### src/isd_consts.vh
// Constants shared by the instruction length decoder and its helpers.
// Assumes inclusion by bare name from design files in the same folder.
`ifndef ISD_CONSTS_VH
`define ISD_CONSTS_VH

// ----
// Fetch word fields (first word: opcode byte high, operand byte low)
// ----
`define OPC_TOP_HI 15
`define OPC_TOP_LO 10
`define OPC_V1 9
`define OPC_V0 8
`define OPB_HI 7
`define OPB_LO 0
`define REGA_HI 7
`define REGA_LO 4
`define REGB_HI 3
`define REGB_LO 0
`define OVC_HI 5
`define OVC_LO 4

// ----
// Class codes (6 bits)
// ----
`define CL_ADD 6'h00
`define CL_ADDC 6'h01
`define CL_SUB 6'h02
`define CL_SUBC 6'h03
`define CL_MUL 6'h04
`define CL_DIV 6'h05
`define CL_DIVL 6'h06
`define CL_BITWR 6'h07
`define CL_BITCPY 6'h08
`define CL_BITLOG 6'h09
`define CL_BITCMP 6'h0A
`define CL_BFLD 6'h0B
`define CL_CMPD 6'h0C
`define CL_CMPI 6'h0D
`define CL_NORM 6'h0E
`define CL_LSH 6'h0F
`define CL_ROT 6'h10
`define CL_SIGN_SHIFT_RIGHT 6'h11
`define CL_MOVX 6'h12
`define CL_JMPC 6'h13
`define CL_CALLC 6'h14
`define CL_JB 6'h15
`define CL_JNB 6'h16
`define CL_TRAP 6'h17
`define CL_SWITCH_CONTEXT_PUSH 6'h18
`define CL_PUSH_AND_ENTER_SUB 6'h19
`define CL_RET 6'h1A
`define CL_EXTP 6'h1B
`define CL_EXTS 6'h1C
`define CL_SLEEP 6'h1D
`define CL_NOP 6'h1E
`define CL_ILLEGAL 6'h1F

// ----------------------------------------------------------------
// Length rule stored with each class in the table
// ----------------------------------------------------------------
`define LR_TWO 2'h0
`define LR_FOUR 2'h1
`define LR_BY_V1 2'h2

// ----------------------------------------------------------------
// Opcode top six bits (opcode byte bits 7..2)
// ----------------------------------------------------------------
`define OP_ADD 6'h00
`define OP_ADDC 6'h01
`define OP_SUB 6'h02
`define OP_SUBC 6'h03
`define OP_MUL 6'h04
`define OP_DIV 6'h05
`define OP_DIVL 6'h06
`define OP_BITWR 6'h07
`define OP_BITCPY 6'h08
`define OP_BITLOG 6'h09
`define OP_BITCMP 6'h0A
`define OP_BFLD 6'h0B
`define OP_CMPD 6'h0C
`define OP_CMPI 6'h0D
`define OP_NORM 6'h0E
`define OP_LSH 6'h0F
`define OP_ROT 6'h10
`define OP_SIGN_SHIFT_RIGHT 6'h11
`define OP_MOVX 6'h12
`define OP_JMPC 6'h13
`define OP_CALLC 6'h14
`define OP_JB 6'h15
`define OP_JNB 6'h16
`define OP_TRAP 6'h17
`define OP_SWITCH_CONTEXT_PUSH 6'h18
`define OP_PUSH_AND_ENTER_SUB 6'h19
`define OP_RET 6'h1A
`define OP_EXTP 6'h1B
`define OP_EXTS 6'h1C
`define OP_SLEEP 6'h1D
`define OP_NOP 6'h1E

// ----------------------------------------------------------------
// Variant codes and reset values
// ----------------------------------------------------------------
`define BL_AND 2'h0
`define BL_OR 2'h1
`define BL_XOR 2'h2
`define BR_ABS 2'h0
`define BR_IND 2'h1
`define BR_REL 2'h2
`define VAR_BAD 2'h3
`define OVK_PAGE 1'b0
`define OVK_SEG 1'b1
`define Z16 16'h0000
`define Z8 8'h00
`define Z6 6'h00
`define Z4 4'h0
`define Z3 3'h0
`define Z2 2'h0
`define OV_ONE 3'h1

// ----------------------------------------------------------------
// Sequencer states
// ----------------------------------------------------------------
`define ST_IDLE 2'h0
`define ST_LOOK 2'h1
`define ST_WAIT2 2'h2
`define ST_EMIT 2'h3

`endif

### src/insn_decoder.v
// Instruction length decoder and classifier for the 16-bit core.
// Assumes fetch words on the core clock; cond_true from the datapath, same clock.
//
// Contract
// - Add and subtract, with or without carry, word or byte, 2 or 4 bytes.
// - Product multiplies two named registers 16x16, signed or unsigned, 2 bytes.
// - Short quotient divides low half; long quotient divides full 32-bit register.
// - Single bit write is 2 bytes; bit copy, logic, compare are 4 bytes.
// - Masked byte modify changes masked bits of high or low byte, 4 bytes.
// - Compare then step register down or up by one or two.
// - Normalize count is decoded as no effect, so it writes no shift count, 2 bytes.
// - Shifts, rotates and sign shift right are 2 bytes; sign bit replicated.
// - Byte to word extension fills upper byte with sign or zeros, 2 or 4.
// - Conditional branches and calls are 4 bytes, act only when condition holds.
// - Bit branches may clear or set the tested bit by variant, 4 bytes.
// - Trap invokes the service routine chosen by an immediate number, 2 bytes.
// - Context switch pushes a register then loads it with the operand, 4 bytes.
// - Push and enter pushes a register then calls absolute, 4 bytes.
// - Intra segment return resumes caller, optionally pops a register, 2 bytes.
// - Page and segment openers, 2 or 4 bytes, apply to following instructions.
// - Legacy sleep is recognised, takes 4 bytes, does nothing.
`timescale 1ns/1ps
`include "isd_consts.vh"

module insn_decoder (
  // Clock and reset
  input wire mclk,
  input wire arst_n,
  // Fetch word stream
  input wire fw_valid,
  input wire [15:0] fw_data,
  output reg fetch_ready_r,
  // Early length
  output reg len_valid_r,
  output reg len_four_r,
  // Datapath condition
  input wire cond_true,
  // Decoded instruction
  output reg dec_valid_r,
  output reg [5:0] op_class_r,
  output reg byte_op_r,
  output reg use_carry_r,
  output reg subtract_r,
  output reg unsigned_op_r,
  output reg low_half_only_r,
  output reg [1:0] variant_r,
  output reg bit_negate_r,
  output reg bit_side_write_r,
  output reg bit_side_value_r,
  output reg byte_high_r,
  output reg step_up_r,
  output reg step_two_r,
  output reg shift_right_r,
  output reg shift_arith_r,
  output reg zero_extend_r,
  output reg branch_en_r,
  output reg subroutine_r,
  output reg push_reg_r,
  output reg pop_reg_r,
  output reg load_after_push_r,
  output reg [7:0] trap_num_r,
  output reg [3:0] reg_a_r,
  output reg [3:0] reg_b_r,
  output reg [15:0] operand_r,
  output reg no_effect_r,
  output reg illegal_r,
  output reg ovr_active_r,
  output reg ovr_kind_r,
  output reg ovr_regext_r
);

  // ----
  // Helpers
  // ----
  function four_bytes;
    input [1:0] rule;
    input v1;
    begin
      case (rule)
        `LR_FOUR: four_bytes = 1'b1;
        `LR_BY_V1: four_bytes = v1;
        default: four_bytes = 1'b0;
      endcase
    end
  endfunction

  function bad_variant;
    input [5:0] cl;
    input [1:0] v;
    begin
      case (cl)
        `CL_BITLOG: bad_variant = (v == `VAR_BAD);
        `CL_JMPC: bad_variant = (v == `VAR_BAD);
        `CL_CALLC: bad_variant = (v == `VAR_BAD);
        default: bad_variant = 1'b0;
      endcase
    end
  endfunction

  // ----
  // Sequencer state
  // ----
  reg [1:0] state_r;
  reg [15:0] word1_r;
  reg [15:0] word2_r;
  reg four_r;
  wire [7:0] rom_data;
  wire [5:0] rom_class;
  wire [1:0] rom_rule;
  wire take1;
  wire take2;
  wire emit;
  wire [1:0] var_bits;
  wire ov_active;
  wire ov_kind;
  wire ov_regext;
  wire ov_start;
  wire [2:0] ov_count;
  wire len4;

  assign take1 = (state_r == `ST_IDLE) && fw_valid && fetch_ready_r;
  assign take2 = (state_r == `ST_WAIT2) && fw_valid && fetch_ready_r;
  assign emit = (state_r == `ST_EMIT);
  assign rom_class = rom_data[5:0];
  assign rom_rule = rom_data[7:6];
  assign var_bits = {word1_r[`OPC_V1], word1_r[`OPC_V0]};
  // A bad variant is illegal and so always two bytes long
  assign len4 = four_bytes(rom_rule, word1_r[`OPC_V1]) && !bad_variant(rom_class, var_bits);

  class_rom u_rom (
    .mclk(mclk),
    .arst_n(arst_n),
    .rd_en(take1),
    .rd_addr(fw_data[`OPC_TOP_HI:`OPC_TOP_LO]),
    .rd_data_r(rom_data)
  );

  // Held class stays valid after the lookup since the table is only read on take1
  assign ov_start = emit && ((rom_class == `CL_EXTP) || (rom_class == `CL_EXTS));
  assign ov_count = {1'b0, word1_r[`OVC_HI:`OVC_LO]} + `OV_ONE;

  override_track u_ovr (
    .mclk(mclk),
    .arst_n(arst_n),
    .start(ov_start),
    .step(emit && !ov_start),
    .count(ov_count),
    .kind((rom_class == `CL_EXTS) ? `OVK_SEG : `OVK_PAGE),
    .regext(word1_r[`OPC_V0]),
    .active(ov_active),
    .kind_r(ov_kind),
    .regext_r(ov_regext)
  );

  // ----
  // Fetch handshake and length
  // ----
  always @(posedge mclk or negedge arst_n)
  begin
    if (!arst_n)
    begin
      state_r <= `ST_IDLE;
      fetch_ready_r <= 1'b1;
      word1_r <= `Z16;
      word2_r <= `Z16;
      four_r <= 1'b0;
      len_valid_r <= 1'b0;
      len_four_r <= 1'b0;
    end
    else
    begin
      len_valid_r <= 1'b0;
      case (state_r)
        `ST_IDLE:
        begin
          if (take1)
          begin
            word1_r <= fw_data;
            word2_r <= `Z16;
            fetch_ready_r <= 1'b0;
            state_r <= `ST_LOOK;
          end
        end
        `ST_LOOK:
        begin
          // Length goes out before any operand word is accepted
          four_r <= len4;
          len_four_r <= len4;
          len_valid_r <= 1'b1;
          if (len4)
          begin
            fetch_ready_r <= 1'b1;
            state_r <= `ST_WAIT2;
          end
          else
            state_r <= `ST_EMIT;
        end
        `ST_WAIT2:
        begin
          if (take2)
          begin
            word2_r <= fw_data;
            fetch_ready_r <= 1'b0;
            state_r <= `ST_EMIT;
          end
        end
        `ST_EMIT:
        begin
          fetch_ready_r <= 1'b1;
          state_r <= `ST_IDLE;
        end
        default:
        begin
          fetch_ready_r <= 1'b1;
          state_r <= `ST_IDLE;
        end
      endcase
    end
  end

  // ----
  // Classification
  // ----
  reg [5:0] cls_nxt;
  reg illegal_nxt;
  reg byte_nxt;
  reg carry_nxt;
  reg sub_nxt;
  reg uns_nxt;
  reg low_nxt;
  reg neg_nxt;
  reg side_w_nxt;
  reg side_v_nxt;
  reg high_nxt;
  reg up_nxt;
  reg two_nxt;
  reg right_nxt;
  reg arith_nxt;
  reg zext_nxt;
  reg br_nxt;
  reg subr_nxt;
  reg push_nxt;
  reg pop_nxt;
  reg load_nxt;
  reg none_nxt;
  reg [7:0] trap_nxt;

  always @*
  begin
    illegal_nxt = (rom_class == `CL_ILLEGAL) || bad_variant(rom_class, var_bits);
    cls_nxt = illegal_nxt ? `CL_ILLEGAL : rom_class;
    byte_nxt = 1'b0;
    carry_nxt = 1'b0;
    sub_nxt = 1'b0;
    uns_nxt = 1'b0;
    low_nxt = 1'b0;
    neg_nxt = 1'b0;
    side_w_nxt = 1'b0;
    side_v_nxt = 1'b0;
    high_nxt = 1'b0;
    up_nxt = 1'b0;
    two_nxt = 1'b0;
    right_nxt = 1'b0;
    arith_nxt = 1'b0;
    zext_nxt = 1'b0;
    br_nxt = 1'b0;
    subr_nxt = 1'b0;
    push_nxt = 1'b0;
    pop_nxt = 1'b0;
    load_nxt = 1'b0;
    none_nxt = illegal_nxt;
    trap_nxt = `Z8;
    case (cls_nxt)
      `CL_ADD, `CL_ADDC, `CL_SUB, `CL_SUBC:
      begin
        byte_nxt = word1_r[`OPC_V0];
        carry_nxt = (cls_nxt == `CL_ADDC) || (cls_nxt == `CL_SUBC);
        sub_nxt = (cls_nxt == `CL_SUB) || (cls_nxt == `CL_SUBC);
      end
      `CL_MUL: uns_nxt = word1_r[`OPC_V0];
      `CL_DIV:
      begin
        uns_nxt = word1_r[`OPC_V0];
        low_nxt = 1'b1;
      end
      `CL_DIVL: uns_nxt = word1_r[`OPC_V0];
      `CL_BITWR: side_v_nxt = word1_r[`OPC_V0];
      `CL_BITCPY: neg_nxt = word1_r[`OPC_V0];
      `CL_BFLD: high_nxt = word1_r[`OPC_V0];
      `CL_CMPD, `CL_CMPI:
      begin
        up_nxt = (cls_nxt == `CL_CMPI);
        two_nxt = word1_r[`OPC_V0];
      end
      `CL_LSH, `CL_ROT: right_nxt = word1_r[`OPC_V0];
      `CL_SIGN_SHIFT_RIGHT:
      begin
        right_nxt = 1'b1;
        arith_nxt = 1'b1;
      end
      `CL_MOVX:
      begin
        byte_nxt = 1'b1;
        zext_nxt = word1_r[`OPC_V0];
      end
      `CL_JMPC: br_nxt = cond_true;
      `CL_CALLC:
      begin
        br_nxt = cond_true;
        subr_nxt = cond_true;
      end
      `CL_JB:
      begin
        // Tested bit is cleared when variant bit OPC_V0 is set, independent of the branch, which is always flagged
        br_nxt = 1'b1;
        side_w_nxt = word1_r[`OPC_V0];
        side_v_nxt = 1'b0;
      end
      `CL_JNB:
      begin
        br_nxt = 1'b1;
        side_w_nxt = word1_r[`OPC_V0];
        side_v_nxt = 1'b1;
      end
      `CL_TRAP:
      begin
        subr_nxt = 1'b1;
        trap_nxt = word1_r[`OPB_HI:`OPB_LO];
      end
      `CL_SWITCH_CONTEXT_PUSH:
      begin
        push_nxt = 1'b1;
        load_nxt = 1'b1;
      end
      `CL_PUSH_AND_ENTER_SUB:
      begin
        push_nxt = 1'b1;
        br_nxt = 1'b1;
        subr_nxt = 1'b1;
      end
      `CL_RET:
      begin
        br_nxt = 1'b1;
        pop_nxt = word1_r[`OPC_V0];
      end
      `CL_EXTP, `CL_EXTS: none_nxt = 1'b0;
      `CL_SLEEP: none_nxt = 1'b1;
      `CL_NOP: none_nxt = 1'b1;
      default: none_nxt = 1'b1;
    endcase
  end

  // ----
  // Decoded outputs, one-cycle pulse per instruction
  // ----
  always @(posedge mclk or negedge arst_n)
  begin
    if (!arst_n)
    begin
      dec_valid_r <= 1'b0;
      op_class_r <= `CL_NOP;
      byte_op_r <= 1'b0;
      use_carry_r <= 1'b0;
      subtract_r <= 1'b0;
      unsigned_op_r <= 1'b0;
      low_half_only_r <= 1'b0;
      variant_r <= `Z2;
      bit_negate_r <= 1'b0;
      bit_side_write_r <= 1'b0;
      bit_side_value_r <= 1'b0;
      byte_high_r <= 1'b0;
      step_up_r <= 1'b0;
      step_two_r <= 1'b0;
      shift_right_r <= 1'b0;
      shift_arith_r <= 1'b0;
      zero_extend_r <= 1'b0;
      branch_en_r <= 1'b0;
      subroutine_r <= 1'b0;
      push_reg_r <= 1'b0;
      pop_reg_r <= 1'b0;
      load_after_push_r <= 1'b0;
      trap_num_r <= `Z8;
      reg_a_r <= `Z4;
      reg_b_r <= `Z4;
      operand_r <= `Z16;
      no_effect_r <= 1'b0;
      illegal_r <= 1'b0;
      ovr_active_r <= 1'b0;
      ovr_kind_r <= `OVK_PAGE;
      ovr_regext_r <= 1'b0;
    end
    else
    begin
      dec_valid_r <= emit;
      if (emit)
      begin
        op_class_r <= cls_nxt;
        byte_op_r <= byte_nxt;
        use_carry_r <= carry_nxt;
        subtract_r <= sub_nxt;
        unsigned_op_r <= uns_nxt;
        low_half_only_r <= low_nxt;
        variant_r <= var_bits;
        bit_negate_r <= neg_nxt;
        bit_side_write_r <= side_w_nxt;
        bit_side_value_r <= side_v_nxt;
        byte_high_r <= high_nxt;
        step_up_r <= up_nxt;
        step_two_r <= two_nxt;
        shift_right_r <= right_nxt;
        shift_arith_r <= arith_nxt;
        zero_extend_r <= zext_nxt;
        branch_en_r <= br_nxt;
        subroutine_r <= subr_nxt;
        push_reg_r <= push_nxt;
        pop_reg_r <= pop_nxt;
        load_after_push_r <= load_nxt;
        trap_num_r <= trap_nxt;
        reg_a_r <= word1_r[`REGA_HI:`REGA_LO];
        reg_b_r <= word1_r[`REGB_HI:`REGB_LO];
        operand_r <= four_r ? word2_r : `Z16;
        no_effect_r <= none_nxt;
        illegal_r <= illegal_nxt;
        // Override state before this instruction's own step
        ovr_active_r <= ov_active && !ov_start;
        ovr_kind_r <= ov_kind;
        ovr_regext_r <= ov_regext;
      end
    end
  end

endmodule

### src/class_rom.v
// Opcode class table: maps opcode bits 7..2 to length rule and class.
// Assumes one clock; read data is registered, valid one cycle after rd_en.
`timescale 1ns/1ps
`include "isd_consts.vh"

module class_rom (
  // Clock and reset
  input wire mclk,
  input wire arst_n,
  // Read port
  input wire rd_en,
  input wire [5:0] rd_addr,
  output reg [7:0] rd_data_r
);

  // Unlisted patterns all land on one illegal entry of two bytes
  function [7:0] entry;
    input [5:0] a;
    begin
      case (a)
        `OP_ADD: entry = {`LR_BY_V1, `CL_ADD};
        `OP_ADDC: entry = {`LR_BY_V1, `CL_ADDC};
        `OP_SUB: entry = {`LR_BY_V1, `CL_SUB};
        `OP_SUBC: entry = {`LR_BY_V1, `CL_SUBC};
        `OP_MUL: entry = {`LR_TWO, `CL_MUL};
        `OP_DIV: entry = {`LR_TWO, `CL_DIV};
        `OP_DIVL: entry = {`LR_TWO, `CL_DIVL};
        `OP_BITWR: entry = {`LR_TWO, `CL_BITWR};
        `OP_BITCPY: entry = {`LR_FOUR, `CL_BITCPY};
        `OP_BITLOG: entry = {`LR_FOUR, `CL_BITLOG};
        `OP_BITCMP: entry = {`LR_FOUR, `CL_BITCMP};
        `OP_BFLD: entry = {`LR_FOUR, `CL_BFLD};
        `OP_CMPD: entry = {`LR_BY_V1, `CL_CMPD};
        `OP_CMPI: entry = {`LR_BY_V1, `CL_CMPI};
        `OP_NORM: entry = {`LR_TWO, `CL_NORM};
        `OP_LSH: entry = {`LR_TWO, `CL_LSH};
        `OP_ROT: entry = {`LR_TWO, `CL_ROT};
        `OP_SIGN_SHIFT_RIGHT: entry = {`LR_TWO, `CL_SIGN_SHIFT_RIGHT};
        `OP_MOVX: entry = {`LR_BY_V1, `CL_MOVX};
        `OP_JMPC: entry = {`LR_FOUR, `CL_JMPC};
        `OP_CALLC: entry = {`LR_FOUR, `CL_CALLC};
        `OP_JB: entry = {`LR_FOUR, `CL_JB};
        `OP_JNB: entry = {`LR_FOUR, `CL_JNB};
        `OP_TRAP: entry = {`LR_TWO, `CL_TRAP};
        `OP_SWITCH_CONTEXT_PUSH: entry = {`LR_FOUR, `CL_SWITCH_CONTEXT_PUSH};
        `OP_PUSH_AND_ENTER_SUB: entry = {`LR_FOUR, `CL_PUSH_AND_ENTER_SUB};
        `OP_RET: entry = {`LR_TWO, `CL_RET};
        `OP_EXTP: entry = {`LR_BY_V1, `CL_EXTP};
        `OP_EXTS: entry = {`LR_BY_V1, `CL_EXTS};
        `OP_SLEEP: entry = {`LR_FOUR, `CL_SLEEP};
        `OP_NOP: entry = {`LR_TWO, `CL_NOP};
        default: entry = {`LR_TWO, `CL_ILLEGAL};
      endcase
    end
  endfunction

  always @(posedge mclk or negedge arst_n)
  begin
    if (!arst_n)
      rd_data_r <= {`LR_TWO, `CL_NOP};
    else if (rd_en)
      rd_data_r <= entry(rd_addr);
  end

endmodule

### src/override_track.v
// Tracks an open page or segment override over the following instructions.
// Assumes start and step pulses come from the sequencer, never together.
`timescale 1ns/1ps
`include "isd_consts.vh"

module override_track (
  // Clock and reset
  input wire mclk,
  input wire arst_n,
  // Control from sequencer
  input wire start,
  input wire step,
  input wire [2:0] count,
  input wire kind,
  input wire regext,
  // State
  output wire active,
  output reg kind_r,
  output reg regext_r
);

  reg [2:0] left_r;

  assign active = (left_r != `Z3);

  always @(posedge mclk or negedge arst_n)
  begin
    if (!arst_n)
    begin
      left_r <= `Z3;
      kind_r <= `OVK_PAGE;
      regext_r <= 1'b0;
    end
    else if (start)
    begin
      // A new opener replaces any sequence still open
      left_r <= count;
      kind_r <= kind;
      regext_r <= regext;
    end
    else if (step && active)
      left_r <= left_r - `OV_ONE;
  end

endmodule

### config.mk
export PLATFORM = sky130hd
export DESIGN_NAME = insn_decoder
export DESIGN_NICKNAME = d
export VERILOG_FILES = /design/src/insn_decoder.v /design/src/class_rom.v /design/src/override_track.v
export VERILOG_INCLUDE_DIRS = /design/src
export SDC_FILE = /design/constraint.sdc
export NUM_CORES = 1
export LEC_CHECK = 0
export BUFFER_PORTS_ARGS = -buffer_cell sky130_fd_sc_hd__buf_2
export CAP_MARGIN = 5
export CORE_MARGIN = 1
export CORE_UTILIZATION = 59
export CTS_CLUSTER_SIZE = 16
export DETAILED_ROUTE_END_ITERATION = 12
export GPL_TIMING_DRIVEN = 0
export HOLD_SLACK_MARGIN = 0.03
export PLACE_DENSITY = 0.84
export SKIP_LAST_GASP = 1
export SLEW_MARGIN = 10
export SYNTH_ARGS = -nofsm -noshare
export SYNTH_HDL_FRONTEND = slang
export SYNTH_SLANG_ARGS = --single-unit
### constraint.sdc
create_clock -name mclk -period 3 [get_ports mclk]
set_clock_uncertainty 0.1 [all_clocks]
set_input_delay 0.15 -clock mclk [delete_from_list [all_inputs] [get_ports mclk]]
set_output_delay 0.15 -clock mclk [all_outputs]
set_load 0.03 [all_outputs]
==> results.txt <==
Antenna-violating nets left -> 0
Endpoint of the most critical register-to-register path -> word2_r[9]
Total routing resource utilization after global routing -> 0.310
Global-route wire length before repair -> 20,300 um
Final WS setup -> 763 ps
Period utilization -> 0.746
Main combinational cell family by area after synthesis -> compound AO/OA/AOI/OAI gates
CTS tree -> done
Instance count after placement with tap cells included -> 660
Count of flip-flops with a built-in enable after synthesis -> 0
Launching element type of the critical path -> flip-flop
Leakage power summed over all cells -> 2.77 nW
Share of the synthesized area in the top cell type -> 0.513
DRT iter0 DRCs -> 266
Required time of the critical path -> 3220 ps
Non-filler instance count after layout -> 692
Die Height -> 92.0 um
Via-to-Cell Ratio -> 5.88
Arrival time worst endpoint -> 2450 ps
Actual transition at the worst max-transition pin -> 661 ps
Shortest period the worst path allows -> 2240 ps
Post-detail-place hpwl -> 8400 um
Area share of fa/ha/maj cells after synthesis -> 0.0262
Fraction of the mapped netlist area in compound gates -> 0.180
Headroom to the max-slew limit -> 0.559
Count of antenna diodes in the layout -> 0
Post-synthesis net count -> 502
Number of global-route vias before repair -> 4,003
Post-CTS setup repair buffer count -> 0
Post-layout nets -> 615
I/O Pins -> 88
Setup repair after global routing missed its margin -> false
Clock transition at the registers of the reported paths -> 110 ps
Setup Viol. Count Final -> 0
Average cell area after synthesis -> 10.1 um2
Total standard cell area after synthesis -> 4780 um2
Insertion delay of the later-clocked pin in the worst-skew pair -> 380 ps
Detailed-route DRC error count -> 0
Deepest level of the CTS H-tree -> 3
WS Path Type -> flip-flop to flip-flop
Effective utilization at floorplan -> 0.615
Pins over their slew limit -> 0
Depth of the worst register-to-register path -> 7
Total via count in the routed design -> 4,066
Hold slack -> 121 ps
Total wire length after detailed routing -> 12,400 um
Buffer type at the clock tree root -> sky130_fd_sc_hd__clkbuf_8
Result of the run -> completed
Proportion of layout cells with a drive suffix above 1 -> 0.217
Highest Clock Rate -> 447 MHz
Overall die area -> 8460 um2
Post-synthesis simple-gate area fraction -> 0.144
DIE WIDTH -> 92.0 um
Maximum clock insertion buffer count -> 2
Yosys top cell by area -> sky130_fd_sc_hd__dfrtp_1
Path type of the worst min-delay path -> input pin to flip-flop
Sequential fraction of the synthesis area -> 0.563
Number of max-capacitance violations reported -> 0
Peak ir drop on the vdd network -> 0.498 mV
Detail-routed net length per standard cell -> 17.9 um
Synthesis-to-layout area growth -> 19.6%
Maximum fanout along the worst path -> 10
Final count of hold timing violations -> 0
Ys Warns -> 0
Router iterations before antenna repair -> 7
Setup TNS Final -> 0 ps
Largest net degree at the start of global routing -> 60
Quantity of I/O buffers inserted on ports -> 85
Startpoint of the lowest-slack register-to-register path -> state_r[0]
Dominant synthesized flop cell -> sky130_fd_sc_hd__dfrtp_1
Dominant cells by area after synthesis -> sky130_fd_sc_hd__dfrtp_1 (51%), sky130_fd_sc_hd__nand2_1 (5.1%), sky130_fd_sc_hd__dfstp_2 (5.0%)
Pwr dens -> 1070 nW/um2
Hold path cells -> 3
Post-Place Worst Slack -> 837 ps
Clock sinks -> 107
Xor-xnor portion of the synthesized cell area -> 0
Area of the core region -> 7770 um2
Number of unique standard cell types used by synthesis -> 54
Worst reg2reg setup slack -> 760 ps
CTS buffer count -> 9
Critical Path Sink Type -> flip-flop
Total global routing overflow -> 0
Multiplexer area fraction after synthesis -> 0.0228
Cells after Synth -> 472
Origin of the worst min-delay path -> fw_data[13]
Worst min-delay path endpoint -> u_rom.rd_data_r[7]
Synthesis-stage register bit count -> 107
Placement row count -> 32
Gpl congestion -> 0.908
Initial antenna violation count -> 0
Async set or reset register ratio after synthesis -> 1.00
==> cells by family (layout without fill, tap and decap cells) <==
group / count (synthesis) / in the layout
simple gates: 145 / 145
other cells: 1 / 1
fa+ha+maj: 10 / 10
mux: 10 / 10
buf+inv: 77 / 195
flops: 107 / 107
compound gates: 122 / 122
==> per-layer routing <==
| layer | global-route usage | vias to the layer above | part of all wire |
|---|---|---|---|
| met5 | 0 | - | 0 |
| met4 | 0.100 | 0 | 0.021 |
| met3 | 0.0514 | 20 | 0.059 |
| met2 | 0.507 | 168 | 0.49 |
| met1 | 0.427 | 2022 | 0.43 |
| li1 | - | 1856 | - |
==> through the flow <==
stage / instance area [um2] / util / total power [mW]
4_1_cts: 5710 / 0.736 / 6.09
3_3_place_gp: 5330 / 0.686 / 5.11
6_report: 5710 / 0.736 / 6.11
2_1_floorplan: 4780 / - / 4.30
3_5_place_dp: 5360 / 0.690 / 5.20
5_1_grt: 5710 / 0.736 / 6.49
==> worst max-delay path by stage <==
stage / slack (ps) / cells past startpoint / from / end
after floorplan: 1200 / 7 / state_r[0] / word2_r[13]
after global placement: 590 / 1 / arst_n / operand_r[6]
after detailed placement: 840 / 7 / state_r[0] / word2_r[9]
after CTS: 820 / 7 / state_r[0] / word2_r[6]
after global routing: 610 / 7 / state_r[0] / word2_r[7]
final: 760 / 7 / state_r[0] / word2_r[9]
==> synthesized netlist by cell type, types with 7 or more instances <==
| cell | instances |
|---|---|
| sky130_fd_sc_hd__a31oi_1 | 8 |
| sky130_fd_sc_hd__ha_1 | 10 |
| sky130_fd_sc_hd__inv_1 | 44 |
| sky130_fd_sc_hd__dfstp_2 | 9 |
| sky130_fd_sc_hd__o2bb2ai_1 | 20 |
| sky130_fd_sc_hd__dfrtp_1 | 98 |
| sky130_fd_sc_hd__nor2b_1 | 7 |
| sky130_fd_sc_hd__clkbuf_1 | 17 |
| sky130_fd_sc_hd__a21oi_1 | 7 |
| sky130_fd_sc_hd__nand3_1 | 26 |
| sky130_fd_sc_hd__nor2_1 | 16 |
| sky130_fd_sc_hd__buf_2 | 7 |
| sky130_fd_sc_hd__buf_1 | 8 |
| sky130_fd_sc_hd__a22o_1 | 16 |
| sky130_fd_sc_hd__nand2_1 | 65 |
| sky130_fd_sc_hd__o21ai_0 | 46 |
==> state kept, by name, indices dropped and copies added (netlist names), 3 cells and up <==
register	flops
operand_r	16
word2_r	16
word1_r	10
trap_num_r	8
u_rom.rd_data_r	7
op_class_r	5
reg_a_r	4
reg_b_r	4
u_ovr.left_r	3
==> cells in the final DEF, fill, tap and decap left out, types with 2 or more instances in the layout <==
| cell | netlist | final |
|---|---|---|
| sky130_fd_sc_hd__a211o_1 | 2 | 2 |
| sky130_fd_sc_hd__a21oi_1 | 7 | 7 |
| sky130_fd_sc_hd__a22o_1 | 16 | 16 |
| sky130_fd_sc_hd__a22oi_1 | 2 | 2 |
| sky130_fd_sc_hd__a31oi_1 | 8 | 8 |
| sky130_fd_sc_hd__a41o_1 | 3 | 3 |
| sky130_fd_sc_hd__and2_1 | 2 | 2 |
| sky130_fd_sc_hd__and3_1 | 3 | 3 |
| sky130_fd_sc_hd__buf_1 | 8 | 8 |
| sky130_fd_sc_hd__buf_2 | 7 | 91 |
| sky130_fd_sc_hd__clkbuf_1 | 17 | 17 |
| sky130_fd_sc_hd__clkbuf_8 | 0 | 9 |
| sky130_fd_sc_hd__clkinv_4 | 0 | 2 |
| sky130_fd_sc_hd__dfrtp_1 | 98 | 98 |
| sky130_fd_sc_hd__dfstp_2 | 9 | 9 |
| sky130_fd_sc_hd__dlygate4sd3_1 | 0 | 16 |
| sky130_fd_sc_hd__ha_1 | 10 | 10 |
| sky130_fd_sc_hd__inv_1 | 44 | 44 |
| sky130_fd_sc_hd__inv_8 | 0 | 3 |
| sky130_fd_sc_hd__mux2_2 | 3 | 3 |
| sky130_fd_sc_hd__mux2i_1 | 6 | 6 |
| sky130_fd_sc_hd__nand2_1 | 65 | 65 |
| sky130_fd_sc_hd__nand2b_1 | 6 | 6 |
| sky130_fd_sc_hd__nand3_1 | 26 | 26 |
| sky130_fd_sc_hd__nand3b_1 | 2 | 2 |
| sky130_fd_sc_hd__nand4_1 | 3 | 3 |
| sky130_fd_sc_hd__nand4b_1 | 2 | 2 |
| sky130_fd_sc_hd__nor2_1 | 16 | 16 |
| sky130_fd_sc_hd__nor2b_1 | 7 | 7 |
| sky130_fd_sc_hd__nor3_1 | 4 | 4 |
| sky130_fd_sc_hd__nor3b_1 | 2 | 2 |
| sky130_fd_sc_hd__o21ai_0 | 46 | 46 |
| sky130_fd_sc_hd__o22a_1 | 2 | 2 |
| sky130_fd_sc_hd__o2bb2ai_1 | 20 | 20 |
| sky130_fd_sc_hd__o31ai_1 | 2 | 2 |
| sky130_fd_sc_hd__or4_1 | 2 | 2 |
==> power breakdown <==
part / leakage [nW] / internal [mW] / switching (mW)
clock network: 0.0958 / 0.326 / 0.549
logic: 1.29 / 0.905 / 2.01
registers: 1.38 / 2.00 / 0.319
==> repair_timing <==
action                    4_1_cts  5_1_grt
hold endpoints to repair      134        0
hold buffers                   16        0
resized for setup               0        0
==> worst max-delay path: stages, from the launching register on <==
cell,delay [ps]
sky130_fd_sc_hd__dfrtp_1,440
sky130_fd_sc_hd__inv_1,110
sky130_fd_sc_hd__ha_1,250
sky130_fd_sc_hd__and3_1,150
sky130_fd_sc_hd__clkbuf_1,190
sky130_fd_sc_hd__nor2_1,450
sky130_fd_sc_hd__buf_2,320
sky130_fd_sc_hd__a22o_1,170
==> layout make-up <==
cell class	count	area [um2]
well taps	102	128
inverters	44	165
plain buffers	33	136
clock inverters	7	67.6
flip-flops and latches	107	2690
repair buffers	102	619
fillers	587	2050
clock buffers	9	124
multi-input cells	288	1790
No activity file was read; power rests on OpenSTA's default activity.
